--- src/hw/pmd_pkg.sv ---
// Purpose: Shared constants and carriers for the manufacturer diagnostic command bank
// Assumes: PMBus framing, PEC and byte transport are handled by the protocol engine
// Notes: Block data is carried little end first, byte 0 in bits 7:0
package pmd_pkg;
  ////////////////////////////////////////////////////////////////////////////////
  // Command codes
  localparam logic [7:0] CMD_BOOT_MODE_ENTRY = 8'hD9;
  localparam logic [7:0] CMD_CURRENT_SHARE_THRESHOLD = 8'hDA;
  localparam logic [7:0] CMD_RAMP_CAPTURE_LOG = 8'hDB;
  localparam logic [7:0] CMD_TEMP_SOURCE_SELECT = 8'hDC;
  localparam logic [7:0] CMD_INPUT_OFFSET_TRIM = 8'hDD;
  localparam logic [7:0] CMD_OUTPUT_TRIM_MONITOR = 8'hDE;
  localparam logic [7:0] CMD_STARTUP_STATUS_LOG = 8'hDF;

  ////////////////////////////////////////////////////////////////////////////////
  // Transfer lengths in bytes
  localparam logic [5:0] LEN_BOOT = 6'h04;
  localparam logic [5:0] LEN_SHARE = 6'h08;
  localparam logic [5:0] LEN_RAMP = 6'h20;
  localparam logic [5:0] LEN_TSEL = 6'h01;
  localparam logic [5:0] LEN_VIN_OFS = 6'h04;
  localparam logic [5:0] LEN_VOUT_TRIM = 6'h02;
  localparam logic [5:0] LEN_STATUS = 6'h20;

  ////////////////////////////////////////////////////////////////////////////////
  // Field positions and reset values
  localparam int SHARE_EN_BIT = 56;
  localparam int TSEL_BIT = 0;
  localparam int VIN_OFS_ON_LSB = 16;
  localparam int RAMP_PAIR_LSB = 16;
  localparam logic [63:0] SHARE_RESET = 64'h0000_0000_0000_0000;
  localparam logic [7:0] TSEL_RESET = 8'h00;

  ////////////////////////////////////////////////////////////////////////////////
  // Log geometry
  localparam int RAMP_PAIRS = 15;
  localparam logic [4:0] RAMP_PAIRS_W = 5'h0F;
  localparam int STATUS_WORDS = 16;
  localparam logic [4:0] STATUS_WORDS_W = 5'h10;

  ////////////////////////////////////////////////////////////////////////////////
  // Timing
  localparam longint CLK_HZ = 125_000_000;
  localparam longint STATUS_INTERVAL_S = 8;
  localparam longint STATUS_WINDOW_S = 128;
  localparam int STATUS_INTERVAL_CYC = int'(STATUS_INTERVAL_S * CLK_HZ);

  ////////////////////////////////////////////////////////////////////////////////
  // Carriers
  typedef struct packed {
    logic valid;
    logic write;
    logic [7:0] code;
    logic [5:0] len;
    logic [255:0] data;
  } pmd_req_type;

  typedef struct packed {
    logic valid;
    logic ack;
    logic [5:0] len;
    logic [255:0] data;
  } pmd_resp_type;

  typedef enum logic [1:0] {
    RAMP_IDLE = 2'b00,
    RAMP_RUN = 2'b01,
    RAMP_DONE = 2'b10
  } pmd_ramp_type;

  typedef enum logic [1:0] {
    STAT_WAIT = 2'b00,
    STAT_LOG = 2'b01,
    STAT_END = 2'b10
  } pmd_stat_type;
endpackage

--- src/hw/pmd_diag_bank.sv ---
// Purpose: Manufacturer diagnostic and record commands of the converter management port
// Assumes: All inputs come from logic on clock; rst is the power-on reset
// Notes: One command per request pulse, answered on the next edge
//
// Function
// RULE1: A 4-byte block write to boot entry puts the device in boot mode.
// RULE2: Host sends boot entry, and has it accepted, before any firmware download.
// RULE3: Current-share threshold is an 8-byte readable and writable block.
// RULE4: Bit 56 of the threshold block enables active current sharing.
// RULE5: Ramp capture stores 15 input/output voltage byte pairs, read as 32 bytes.
// RULE6: Sample spacing scales with configured ramp time so 15 samples span it.
// RULE7: Counter in bits 15:0, pair n at 16 plus 16n upward.
// RULE8: Record counter is latched just before the ramp starts.
// RULE9: Latched counter equals last snapshot cycle count plus one.
// RULE10: Only the first ramp after power-up is captured.
// RULE11: Ramp log is cleared once a ramp-up completes successfully.
// RULE12: Sensor-select bit 0 picks internal sensor at 0, remote at 1.
// RULE13: Input offset block: turn-on trim in 31:16, turn-off in 15:0, read-only.
// RULE14: Output trim is a read-only signed 16-bit word in output mode format.
// RULE15: Status logging starts after the start-up ramp, lasts first 128 s.
// RULE16: Sixteen status words are stored, one every 8 seconds.
// RULE17: Status log reads as 32 bytes, word 0 in bits 15:0 upward.
// RULE18: Primary temperature from selected sensor, secondary from the other one.
// RULE19: Writes to read-only log and offset commands are refused, contents kept.
`timescale 1ns/1ps
`default_nettype none
module pmd_diag_bank
  import pmd_pkg::*;
#(
  parameter int STATUS_INTERVAL = STATUS_INTERVAL_CYC
) (
  // Clock and reset
  input wire logic clock,
  input wire logic rst,
  // Command port from the protocol engine
  input wire pmd_req_type req,
  output pmd_resp_type resp,
  // Power stage events and samples
  input wire logic rampStart,
  input wire logic rampDone,
  input wire logic [31:0] rampTimeCyc,
  input wire logic [7:0] vinSample,
  input wire logic [7:0] voutSample,
  input wire logic [15:0] snapshotCount,
  input wire logic [15:0] statusWord,
  // Trim store and sensors
  input wire logic [15:0] vinOffsetOn,
  input wire logic [15:0] vinOffsetOff,
  input wire logic [15:0] voutTrim,
  input wire logic [15:0] intTemp,
  input wire logic [15:0] extTemp,
  // Controls to the rest of the device
  output logic bootMode,
  output logic shareEnable,
  output logic [15:0] primaryTemp,
  output logic [15:0] secondaryTemp
);
  ////////////////////////////////////////////////////////////////////////////////
  // Command decode and register file
  logic bootMode_r, bootMode_nxt;
  logic [63:0] shareThr_r, shareThr_nxt;
  logic [7:0] tempSel_r, tempSel_nxt;
  pmd_resp_type resp_r, resp_nxt;
  logic [255:0] rampRead, statRead;
  logic isRoCmd;

  assign isRoCmd = (req.code == CMD_RAMP_CAPTURE_LOG) || (req.code == CMD_INPUT_OFFSET_TRIM)
    || (req.code == CMD_OUTPUT_TRIM_MONITOR) || (req.code == CMD_STARTUP_STATUS_LOG);

  always_comb begin
    bootMode_nxt = bootMode_r;
    shareThr_nxt = shareThr_r;
    tempSel_nxt = tempSel_r;
    resp_nxt = '0;
    if (req.valid) begin
      resp_nxt.valid = 1'b1;
      if (req.write) begin
        // Read-only targets fall through to a refusal and keep their contents
        unique case (req.code)
          CMD_BOOT_MODE_ENTRY: begin
            if (req.len == LEN_BOOT) begin
              bootMode_nxt = 1'b1; // RULE1 RULE2
              resp_nxt.ack = 1'b1;
            end
          end
          CMD_CURRENT_SHARE_THRESHOLD: begin
            if (req.len == LEN_SHARE) begin
              shareThr_nxt = req.data[63:0]; // RULE3
              resp_nxt.ack = 1'b1;
            end
          end
          CMD_TEMP_SOURCE_SELECT: begin
            if (req.len == LEN_TSEL) begin
              tempSel_nxt = req.data[7:0]; // RULE12
              resp_nxt.ack = 1'b1;
            end
          end
          default: resp_nxt.ack = 1'b0; // RULE19
        endcase
      end else begin
        unique case (req.code)
          CMD_CURRENT_SHARE_THRESHOLD: begin
            resp_nxt.ack = 1'b1;
            resp_nxt.len = LEN_SHARE;
            resp_nxt.data[63:0] = shareThr_r; // RULE3
          end
          CMD_RAMP_CAPTURE_LOG: begin
            resp_nxt.ack = 1'b1;
            resp_nxt.len = LEN_RAMP;
            resp_nxt.data = rampRead; // RULE5
          end
          CMD_TEMP_SOURCE_SELECT: begin
            resp_nxt.ack = 1'b1;
            resp_nxt.len = LEN_TSEL;
            resp_nxt.data[7:0] = tempSel_r;
          end
          CMD_INPUT_OFFSET_TRIM: begin
            resp_nxt.ack = 1'b1;
            resp_nxt.len = LEN_VIN_OFS;
            resp_nxt.data[31:0] = {vinOffsetOn, vinOffsetOff}; // RULE13
          end
          CMD_OUTPUT_TRIM_MONITOR: begin
            resp_nxt.ack = 1'b1;
            resp_nxt.len = LEN_VOUT_TRIM;
            resp_nxt.data[15:0] = voutTrim; // RULE14
          end
          CMD_STARTUP_STATUS_LOG: begin
            resp_nxt.ack = 1'b1;
            resp_nxt.len = LEN_STATUS;
            resp_nxt.data = statRead; // RULE17
          end
          default: resp_nxt.ack = 1'b0;
        endcase
      end
    end
  end

  always_ff @(posedge clock) begin
    if (rst) begin
      bootMode_r <= 1'b0;
      shareThr_r <= SHARE_RESET;
      tempSel_r <= TSEL_RESET;
      resp_r <= '0;
    end else begin
      bootMode_r <= bootMode_nxt;
      shareThr_r <= shareThr_nxt;
      tempSel_r <= tempSel_nxt;
      resp_r <= resp_nxt;
    end
  end

  ////////////////////////////////////////////////////////////////////////////////
  // Output flops
  logic shareEn_r;
  logic [15:0] priTemp_r, secTemp_r;

  always_ff @(posedge clock) begin
    if (rst) begin
      shareEn_r <= 1'b0;
      priTemp_r <= 16'h0000;
      secTemp_r <= 16'h0000;
    end else begin
      shareEn_r <= shareThr_nxt[SHARE_EN_BIT]; // RULE4
      priTemp_r <= tempSel_r[TSEL_BIT] ? extTemp : intTemp; // RULE18
      secTemp_r <= tempSel_r[TSEL_BIT] ? intTemp : extTemp; // RULE18
    end
  end

  assign resp = resp_r;
  assign bootMode = bootMode_r;
  assign shareEnable = shareEn_r;
  assign primaryTemp = priTemp_r;
  assign secondaryTemp = secTemp_r;

  ////////////////////////////////////////////////////////////////////////////////
  // Ramp capture
  // Spacing uses a rate accumulator instead of a divider: each cycle adds the pair
  // count, and a sample is due each time it passes the ramp time.
  pmd_ramp_type rampSt_r, rampSt_nxt;
  logic rampTaken_r, rampTaken_nxt;
  logic [15:0] rampCount_r, rampCount_nxt;
  logic [15:0] rampMem_r [RAMP_PAIRS];
  logic [15:0] rampWrData;
  logic [4:0] rampIdx_r, rampIdx_nxt;
  logic [32:0] rampAcc_r, rampAcc_nxt, rampSum;
  logic rampWrite, rampClear;

  assign rampSum = rampAcc_r + 33'(RAMP_PAIRS_W);
  assign rampWrData = {voutSample, vinSample};

  always_comb begin
    rampSt_nxt = rampSt_r;
    rampTaken_nxt = rampTaken_r;
    rampCount_nxt = rampCount_r;
    rampIdx_nxt = rampIdx_r;
    rampAcc_nxt = rampAcc_r;
    rampWrite = 1'b0;
    rampClear = 1'b0;
    unique case (rampSt_r)
      RAMP_IDLE: begin
        if (rampStart && !rampTaken_r) begin // RULE10
          rampCount_nxt = snapshotCount + 16'h0001; // RULE8 RULE9
          rampTaken_nxt = 1'b1;
          rampIdx_nxt = 5'h00;
          rampAcc_nxt = 33'h0_0000_0000;
          rampSt_nxt = RAMP_RUN;
        end
      end
      RAMP_RUN: begin
        if (rampDone) begin
          rampClear = 1'b1; // RULE11
          rampCount_nxt = 16'h0000;
          rampSt_nxt = RAMP_DONE;
        end else if (rampSum >= {1'b0, rampTimeCyc}) begin
          rampAcc_nxt = rampSum - {1'b0, rampTimeCyc}; // RULE6
          if (rampIdx_r < RAMP_PAIRS_W) begin
            rampWrite = 1'b1; // RULE5
            rampIdx_nxt = rampIdx_r + 5'h01;
          end
        end else begin
          rampAcc_nxt = rampSum;
        end
      end
      RAMP_DONE: rampSt_nxt = RAMP_DONE;
      default: rampSt_nxt = RAMP_IDLE;
    endcase
  end

  always_ff @(posedge clock) begin
    if (rst) begin
      rampSt_r <= RAMP_IDLE;
      rampTaken_r <= 1'b0;
      rampCount_r <= 16'h0000;
      rampIdx_r <= 5'h00;
      rampAcc_r <= 33'h0_0000_0000;
    end else begin
      rampSt_r <= rampSt_nxt;
      rampTaken_r <= rampTaken_nxt;
      rampCount_r <= rampCount_nxt;
      rampIdx_r <= rampIdx_nxt;
      rampAcc_r <= rampAcc_nxt;
    end
  end

  ////////////////////////////////////////////////////////////////////////////////
  // Start-up status log
  pmd_stat_type statSt_r, statSt_nxt;
  logic [15:0] statMem_r [STATUS_WORDS];
  logic [4:0] statIdx_r, statIdx_nxt;
  logic [31:0] statTmr_r, statTmr_nxt;
  logic statWrite;

  always_comb begin
    statSt_nxt = statSt_r;
    statIdx_nxt = statIdx_r;
    statTmr_nxt = statTmr_r;
    statWrite = 1'b0;
    unique case (statSt_r)
      STAT_WAIT: begin
        if (rampDone) begin
          statSt_nxt = STAT_LOG; // RULE15
          statTmr_nxt = 32'h0000_0000;
        end
      end
      STAT_LOG: begin
        if (statTmr_r == 32'h0000_0000) begin
          statWrite = 1'b1; // RULE16
          statIdx_nxt = statIdx_r + 5'h01;
          statTmr_nxt = 32'(STATUS_INTERVAL - 1);
          if (statIdx_r == STATUS_WORDS_W - 5'h01) begin
            statSt_nxt = STAT_END; // RULE15
          end
        end else begin
          statTmr_nxt = statTmr_r - 32'h0000_0001;
        end
      end
      STAT_END: statSt_nxt = STAT_END;
      default: statSt_nxt = STAT_WAIT;
    endcase
  end

  always_ff @(posedge clock) begin
    if (rst) begin
      statSt_r <= STAT_WAIT;
      statIdx_r <= 5'h00;
      statTmr_r <= 32'h0000_0000;
    end else begin
      statSt_r <= statSt_nxt;
      statIdx_r <= statIdx_nxt;
      statTmr_r <= statTmr_nxt;
    end
  end

  ////////////////////////////////////////////////////////////////////////////////
  // Log storage and read packing
  assign rampRead[15:0] = rampCount_r; // RULE7

  for (genvar i = 0; i < STATUS_WORDS; i++) begin : g_log
    always_ff @(posedge clock) begin
      if (rst) begin
        statMem_r[i] <= 16'h0000;
      end else if (statWrite && statIdx_r == 5'(i)) begin
        statMem_r[i] <= statusWord;
      end
    end
    assign statRead[16 * i +: 16] = statMem_r[i]; // RULE17
    if (i < RAMP_PAIRS) begin : g_ramp
      always_ff @(posedge clock) begin
        if (rst || rampClear) begin
          rampMem_r[i] <= 16'h0000;
        end else if (rampWrite && rampIdx_r == 5'(i)) begin
          rampMem_r[i] <= rampWrData;
        end
      end
      assign rampRead[RAMP_PAIR_LSB + 16 * i +: 16] = rampMem_r[i]; // RULE7
    end
  end

  ////////////////////////////////////////////////////////////////////////////////
  // Checks
  a_boot_entry: assert property (@(posedge clock) disable iff (rst) // RULE1
    req.valid && req.write && req.code == CMD_BOOT_MODE_ENTRY && req.len == LEN_BOOT
    |=> bootMode && resp.valid && resp.ack)
    else $error("boot entry not taken");
  a_share_enable: assert property (@(posedge clock) disable iff (rst) // RULE4
    req.valid && req.write && req.code == CMD_CURRENT_SHARE_THRESHOLD && req.len == LEN_SHARE
    |=> shareEnable == $past(req.data[SHARE_EN_BIT]))
    else $error("share enable does not follow bit 56");
  a_share_read: assert property (@(posedge clock) disable iff (rst) // RULE3
    req.valid && !req.write && req.code == CMD_CURRENT_SHARE_THRESHOLD
    |=> resp.ack && resp.len == LEN_SHARE && resp.data[63:0] == $past(shareThr_r))
    else $error("threshold readback wrong");
  a_ro_refused: assert property (@(posedge clock) disable iff (rst) // RULE19
    req.valid && req.write && isRoCmd |=> resp.valid && !resp.ack && $stable(rampCount_r))
    else $error("write to read-only command accepted");
  a_ramp_counter: assert property (@(posedge clock) disable iff (rst) // RULE9
    rampSt_r == RAMP_IDLE && rampStart && !rampTaken_r
    |=> rampCount_r == 16'($past(snapshotCount) + 16'h0001))
    else $error("ramp counter not snapshot plus one");
  a_ramp_once: assert property (@(posedge clock) disable iff (rst) // RULE10
    rampTaken_r && rampSt_r != RAMP_RUN |=> rampSt_r != RAMP_RUN)
    else $error("second ramp captured");
  a_ramp_clear: assert property (@(posedge clock) disable iff (rst) // RULE11
    rampSt_r == RAMP_RUN && rampDone |=> rampRead == '0 ##1 statSt_r == STAT_LOG)
    else $error("ramp log not cleared");
  a_ramp_limit: assert property (@(posedge clock) disable iff (rst) // RULE5
    rampIdx_r <= RAMP_PAIRS_W)
    else $error("more than 15 ramp pairs");
  a_temp_select: assert property (@(posedge clock) disable iff (rst) // RULE18
    !tempSel_r[TSEL_BIT] && $stable(tempSel_r) |=> primaryTemp == $past(intTemp)
    && secondaryTemp == $past(extTemp))
    else $error("temperature source mux wrong");
  a_status_span: assert property (@(posedge clock) disable iff (rst) // RULE16
    statWrite |-> statTmr_r == 32'h0000_0000 && statIdx_r < STATUS_WORDS_W)
    else $error("status sample out of window");

  c_boot: cover property (@(posedge clock) disable iff (rst) $rose(bootMode));
  c_ramp_full: cover property (@(posedge clock) disable iff (rst) rampIdx_r == RAMP_PAIRS_W);
  c_stat_end: cover property (@(posedge clock) disable iff (rst) statSt_r == STAT_END);
endmodule
`default_nettype wire

--- config.mk ---
export PLATFORM = sky130hd
export DESIGN_NAME = pmd_diag_bank
export DESIGN_NICKNAME = d
export VERILOG_FILES = /design/src/hw/pmd_pkg.sv /design/src/hw/pmd_diag_bank.sv
export SDC_FILE = /design/constraint.sdc
export NUM_CORES = 1
export LEC_CHECK = 0
export BUFFER_PORTS_ARGS = -buffer_cell sky130_fd_sc_hd__buf_2
export CORE_AREA = 2 2 283 285
export DETAILED_ROUTE_END_ITERATION = 12
export DIE_AREA = 0 0 285 287
export HOLD_SLACK_MARGIN = 0.08
export PLACE_DENSITY = 0.73
export SETUP_SLACK_MARGIN = 0.4
export SYNTH_ARGS = -nofsm -noshare
export SYNTH_HDL_FRONTEND = slang
export SYNTH_SLANG_ARGS = --single-unit
--- constraint.sdc ---
create_clock -name clock -period 6.2 [get_ports clock]
set_clock_uncertainty 0.1 [all_clocks]
set_input_delay 1.24 -clock clock [delete_from_list [all_inputs] [get_ports clock]]
set_output_delay 1.24 -clock clock [all_outputs]
set_load 0.01 [all_outputs]
======== Word-level counts from Yosys, hierarchy flattened ========
Memories as Yosys holds them, arrays and structs flattened.
Cells that the tools add are included.
word-level totals
  output and inout bits ................... 298
  RAM bits ................................ 496
  flip-flop bits (word level) ............. 465
  word-level logic and storage cells ...... 341
  memories ................................ 2
  input port bits ......................... 436
operators by class
  magnitude comparators ................... 2
  multiplexer cells ....................... 174
  bitwise logic cells ..................... 32
  reductions and logical operators ........ 56
  equality and inequality tests ........... 51
  add/sub/neg operators ................... 6
memory list
  memory     words  width  rd ports  clocked after Yosys merged registers in  wr ports  line                  source
  statMem_r  16     16     16        0                                        16        pmd_diag_bank.sv:248  logic [15:0] statMem_r [STATUS_WORDS];
  rampMem_r  15     16     15        0                                        15        pmd_diag_bank.sv:182  logic [15:0] rampMem_r [RAMP_PAIRS];
operator list
  operator                                                                number
  16-bit 2-to-1 mux                                                       35
  192-bit case mux with 2 select lines                                    1
  264-bit 2-to-1 mux                                                      1
  262-bit 2-to-1 mux                                                      1
  1-bit 2-to-1 mux                                                        110
  33-bit 2-to-1 mux                                                       3
  32-bit case mux with 3 select lines                                     1
  5-bit by 4-bit equality test with 1-bit output (second input constant)  15
  33-bit case mux with 2 select lines                                     1
  32-bit 2-to-1 mux                                                       2
  16-bit case mux with 4 select lines                                     1
  32-bit case mux with 2 select lines                                     1
  8-bit equality test (second input constant)                             7
  8-bit case mux with 6 select lines                                      1
  5-bit by 3-bit equality test with 1-bit output (second input constant)  8
  8-bit case mux with 5 select lines                                      1
  33-bit by 4-bit adder with 33-bit output (second input constant)        1
  33-bit by 32-bit greater-or-equal comparator with 1-bit output          1
  33-bit by 32-bit subtractor with 33-bit output                          1
  1-bit logical AND                                                       32
  32-bit zero test                                                        1
  16-bit case mux with 2 select lines                                     1
  32-bit by 1-bit subtractor with 32-bit output (second input constant)   1
  1-bit OR                                                                31
  other kinds (30)                                                        63

======== Longest topological paths before layout ========
  depth after elaboration ................. 10
  depth in mapped cells ................... 23
  mapped depth without buffers ............ 19

======== Worst setup path before layout ========
Ideal clock, no wire load.
  kind .................................... register -> register
  start point ............................. register rampAcc_r[0]
  end point ............................... memory rampMem_r[4][0], in the netlist rampMem_r[0][64], enable pin
  path buffers ............................ 4
  required time ........................... 5689 ps
  arrival time ............................ 5147 ps
  cell stages (with the launch flop) ...... 23
  setup slack ............................. 542 ps
  setup time .............................. 411 ps
  period minus slack after synthesis ...... 5658 ps
  path through ............................ dfxtp_1 -> inv_1 -> ha_1 -> nor3b_1 -> nand4bb_1 -> buf_2 -> nor2_1 -> nand2_1 -> nor2_1 -> nand2_1 -> xnor2_1 -> ha_1 -> clkbuf_1 -> nand4_1 -> or3_1 -> nor3_1 -> nand2_1 -> nand4_1 -> a211o_2 -> buf_2 -> buf_2 -> nand3_1 -> o21ai_0
RTL lines
  item                    line                  source
  start, declared         pmd_diag_bank.sv:185  logic [32:0] rampAcc_r, rampAcc_nxt, rampSum;
  start signal, assigned  pmd_diag_bank.sv:241  rampAcc_r <= rampAcc_nxt;
  end, declared           pmd_diag_bank.sv:182

==> metrics.txt <==
GPL Wtd Cong 0.926; CP startpoint kind flip-flop; vias per cell 5.79; # port buffers 540; Synth Area in XOR/XNOR 1.86%; std cell rows 103; post-layout power 16.0 mW; final critical-path required period 5360 ps; crit end category flip-flop; Sw Ratio 28.9%; Detailed Route Iter0 Violations 3644; First-pass DRT Iterations 9; Peak VDD IR 0.220 mV; Maximum Capacitance Violations 0; share of power burned in registers 45.3%; power share of the combinational group 17.2%; Power Density 347 mW/mm^2; top layer in use met5; final hold vios 0; CP Max Fanout 16; GR Overflow Total 0; Clk pwr share 37.5%; Tightest Pin Transition 1260 ps; initial antenna violation count 39; RSZ-0062 raised after global routing false; via count 30300; Hold Path Class reg -> reg; hold bufs inserted after CTS 0; net switching power figure 4.62 mW; Final period util 86.4%; Synth async-reset ratio 0%; Crit path required time 6630 ps; Max Clk Rate 187 MHz; vias in the first global route 28400; Syn. warnings 0; post-synthesis simple-gate area fraction 17.3%; compound-gate portion of the synthesized area 11.0%; Finished Layout Cells 5229; total CTS buffers 96; DP Wirelength 86900 um; mapped cell area 0.0391 mm^2; DRC errors left 0; DR WL/cell 24.6 um; Final nets 4568; number of synthesized flops with an enable pin 496; routed wl met2 57800 um; post-synthesis average cell area 10.8 um^2; clock root buffer master clkbuf_16; Met3 Wirelength 14100 um; wl on met1 51300 um; Die Ht 287 um; DIE WIDTH 285 um; Final Slew Violations 0; fraction of the mapped netlist area in adder cells 1.62%; main combinational cell family by area after synthesis simple AND/OR/NAND/NOR gates; All-Layer GR Usage 30.4%; reg2reg path depth 20; Seq/Total Area, Yosys 61.9%; first-pass GRT wire length 185000 um; wirelength, routed 128000 um; IO Pins 734; number of setup violations in the final report 0; max_slew headroom 15.7%; Routed Antenna Nets 0; Synthesized Nets 4104; placed cell count 5034; Main synth FF type edfxtp_1; Worst-Skew Late Latency 660 ps; clock buffer depth 3; Worst Hold Depth 2; share of post-route cells with drive strength above 1 19.7%; Cell variety after synth 79; Num Clock Sinks 960; CTS tree yes; Die ar. 0.0818 mm^2; CP arrival 5780 ps; Syn Inst Count 3618; Yosys reg bits 960; Core Area 0.0786 mm^2; Setup TNS Final 0 ps; status complete, no violations; Leak Pwr 17.8 nW; Initial Util 49.7%; Area Overhead vs Synth 18.1%; Setup CP Type reg -> reg; internal power 11.4 mW; mux share of post-synthesis cell area 3.36%; clock-pin slew on the worst setup and hold paths 60 ps; largest net degree at the start of global routing 122; H-tree depth 3
## final cells by class
| type | count | area, um^2 |
|---|---|---|
| fillers | 6449 | 32500 |
| flip-flops and latches | 960 | 24200 |
| multi-input cells | 2364 | 13800 |
| repair buffers | 603 | 3250 |
| clock buffers | 145 | 2930 |
| well taps | 1050 | 1310 |
| clock inverters | 36 | 397 |
| inverters | 57 | 214 |
| diodes | 14 | 35.0 |
## per-layer routing
metal / global-route usage, % / vias to the layer above
met2: 47.6 / 1788
met3: 7.83 / 314
li1: - / 13600
met5: 0 / -
met4: 11.9 / 32
met1: 40.8 / 14500
## power groups by stage
stage | sequential (mW) | combinational, mW | clock [mW]
4_1_cts | 7.25 | 2.71 | 6.03
3_3_place_gp | 7.37 | 2.65 | 0
6_report | 7.26 | 2.75 | 6.00
2_1_floorplan | 7.33 | 1.90 | 0
5_1_grt | 7.29 | 3.04 | 6.30
3_5_place_dp | 7.38 | 2.69 | 0
## path summary, 6_finish.rpt
| check | start | endpoint | slack [ps] |
|---|---|---|---|
| worst min-delay path | shareThr_r[6] | shareThr_r[6] | 350 |
| worst max register to register | rampAcc_r[0] | rampMem_r[0][49] | 840 |
| worst max-delay path | rampAcc_r[0] | rampMem_r[0][49] | 840 |
| worst min register to register | shareThr_r[6] | shareThr_r[6] | 350 |
## cell families (layout without fill, tap and decap cells)
kind of cell | count (synthesis) | in the layout
fa+ha+maj | 50 | 50
compound gates | 668 | 668
mux | 121 | 121
flops | 960 | 960
other cells | 1 | 15
simple gates | 1442 | 1442
xor+xnor | 82 | 82
buf+inv | 294 | 841
## cells in the final DEF (no fill, tap or decap), types with 59 or more instances in the layout
| master | Yosys | layout |
|---|---|---|
| nand2_1 | 274 | 273 |
| and2_1 | 311 | 311 |
| buf_2 | 8 | 538 |
| clkbuf_16 | 0 | 102 |
| a21oi_1 | 215 | 215 |
| a22oi_1 | 233 | 233 |
| mux2i_1 | 113 | 113 |
| nor2_1 | 650 | 647 |
| dfxtp_1 | 464 | 463 |
| edfxtp_1 | 496 | 496 |
| buf_4 | 3 | 59 |
| o21ai_0 | 92 | 80 |
## sequential cells by signal, summed over array words and instances, names as in the netlist
| register | flops |
|---|---|
| resp | 263 |
| statMem_r | 256 |
| rampMem_r | 240 |
| shareThr_r | 64 |
| rampAcc_r | 33 |
| statTmr_r | 32 |
| primaryTemp | 16 |
| rampCount_r | 16 |
| secondaryTemp | 16 |
| tempSel_r | 8 |
| rampIdx_r | 5 |
| statIdx_r | 5 |
| rampSt_r | 2 |
| statSt_r | 2 |
| bootMode | 1 |
| rampTaken_r | 1 |
## Yosys cell counts, types with 6 or more instances
library cell	count	share of area (%)
o22a_1	8	0.18
nand2b_1	17	0.27
inv_1	55	0.53
clkbuf_1	199	1.9
a31oi_1	11	0.18
a21o_1	13	0.25
xnor2_1	56	1.3
mux4_2	8	0.46
o211ai_1	7	0.13
buf_2	8	0.10
and3_1	16	0.26
o21ai_0	92	1.2
nor3_1	39	0.50
nand3_1	42	0.54
edfxtp_1	496	38
or3_1	15	0.24
nor4_1	12	0.19
or2_2	6	0.096
nor2b_1	9	0.14
dfxtp_1	464	24
o31ai_1	6	0.12
xor2_1	25	0.56
mux2i_1	113	2.9
buf_1	19	0.18
a211oi_1	13	0.25
o21bai_1	18	0.35
o21a_1	10	0.19
nor2_1	650	6.2
a22oi_1	233	4.5
buf_6	7	0.20
ha_1	49	1.6
a21oi_1	215	2.8
nand2_1	274	2.6
nand4_1	17	0.27
and2_1	311	5.0
## through the flow
stage | utilization (%) | hold WS, ps | area (um^2) | setup slack, ps
finish | 58.7 | 348 | 46100 | 844
global route | 58.7 | 368 | 46100 | 452
CTS | 58.6 | 351 | 46100 | 638
detailed placement | 54.4 | 343 | 42800 | 700
global placement | 54.4 | 337 | 42800 | 792
floorplan | - | 331 | 39100 | 542
## what timing repair did
action / 4_1_cts / 5_1_grt
endpoints found under the setup margin: 0 / 124
gates resized for setup: 0 / 3
buffers inserted: 0 / 0
## worst max-delay path, stage by stage (launching register included)
cell,delay [ps]
dfxtp_1,460
inv_1,80
ha_1,230
nor3b_1,190
nand4bb_1,190
buf_4,180
nor2_1,190
nand2_1,140
nor2_1,230
nand2_1,110
xnor2_1,160
ha_1,420
nand4_1,210
or3_1,390
nor3_2,280
nand2_1,80
nand4_1,150
a211o_2,220
nand2_4,150
nor4_4,810
and2_1,240
(Power assumes the default switching activity.)
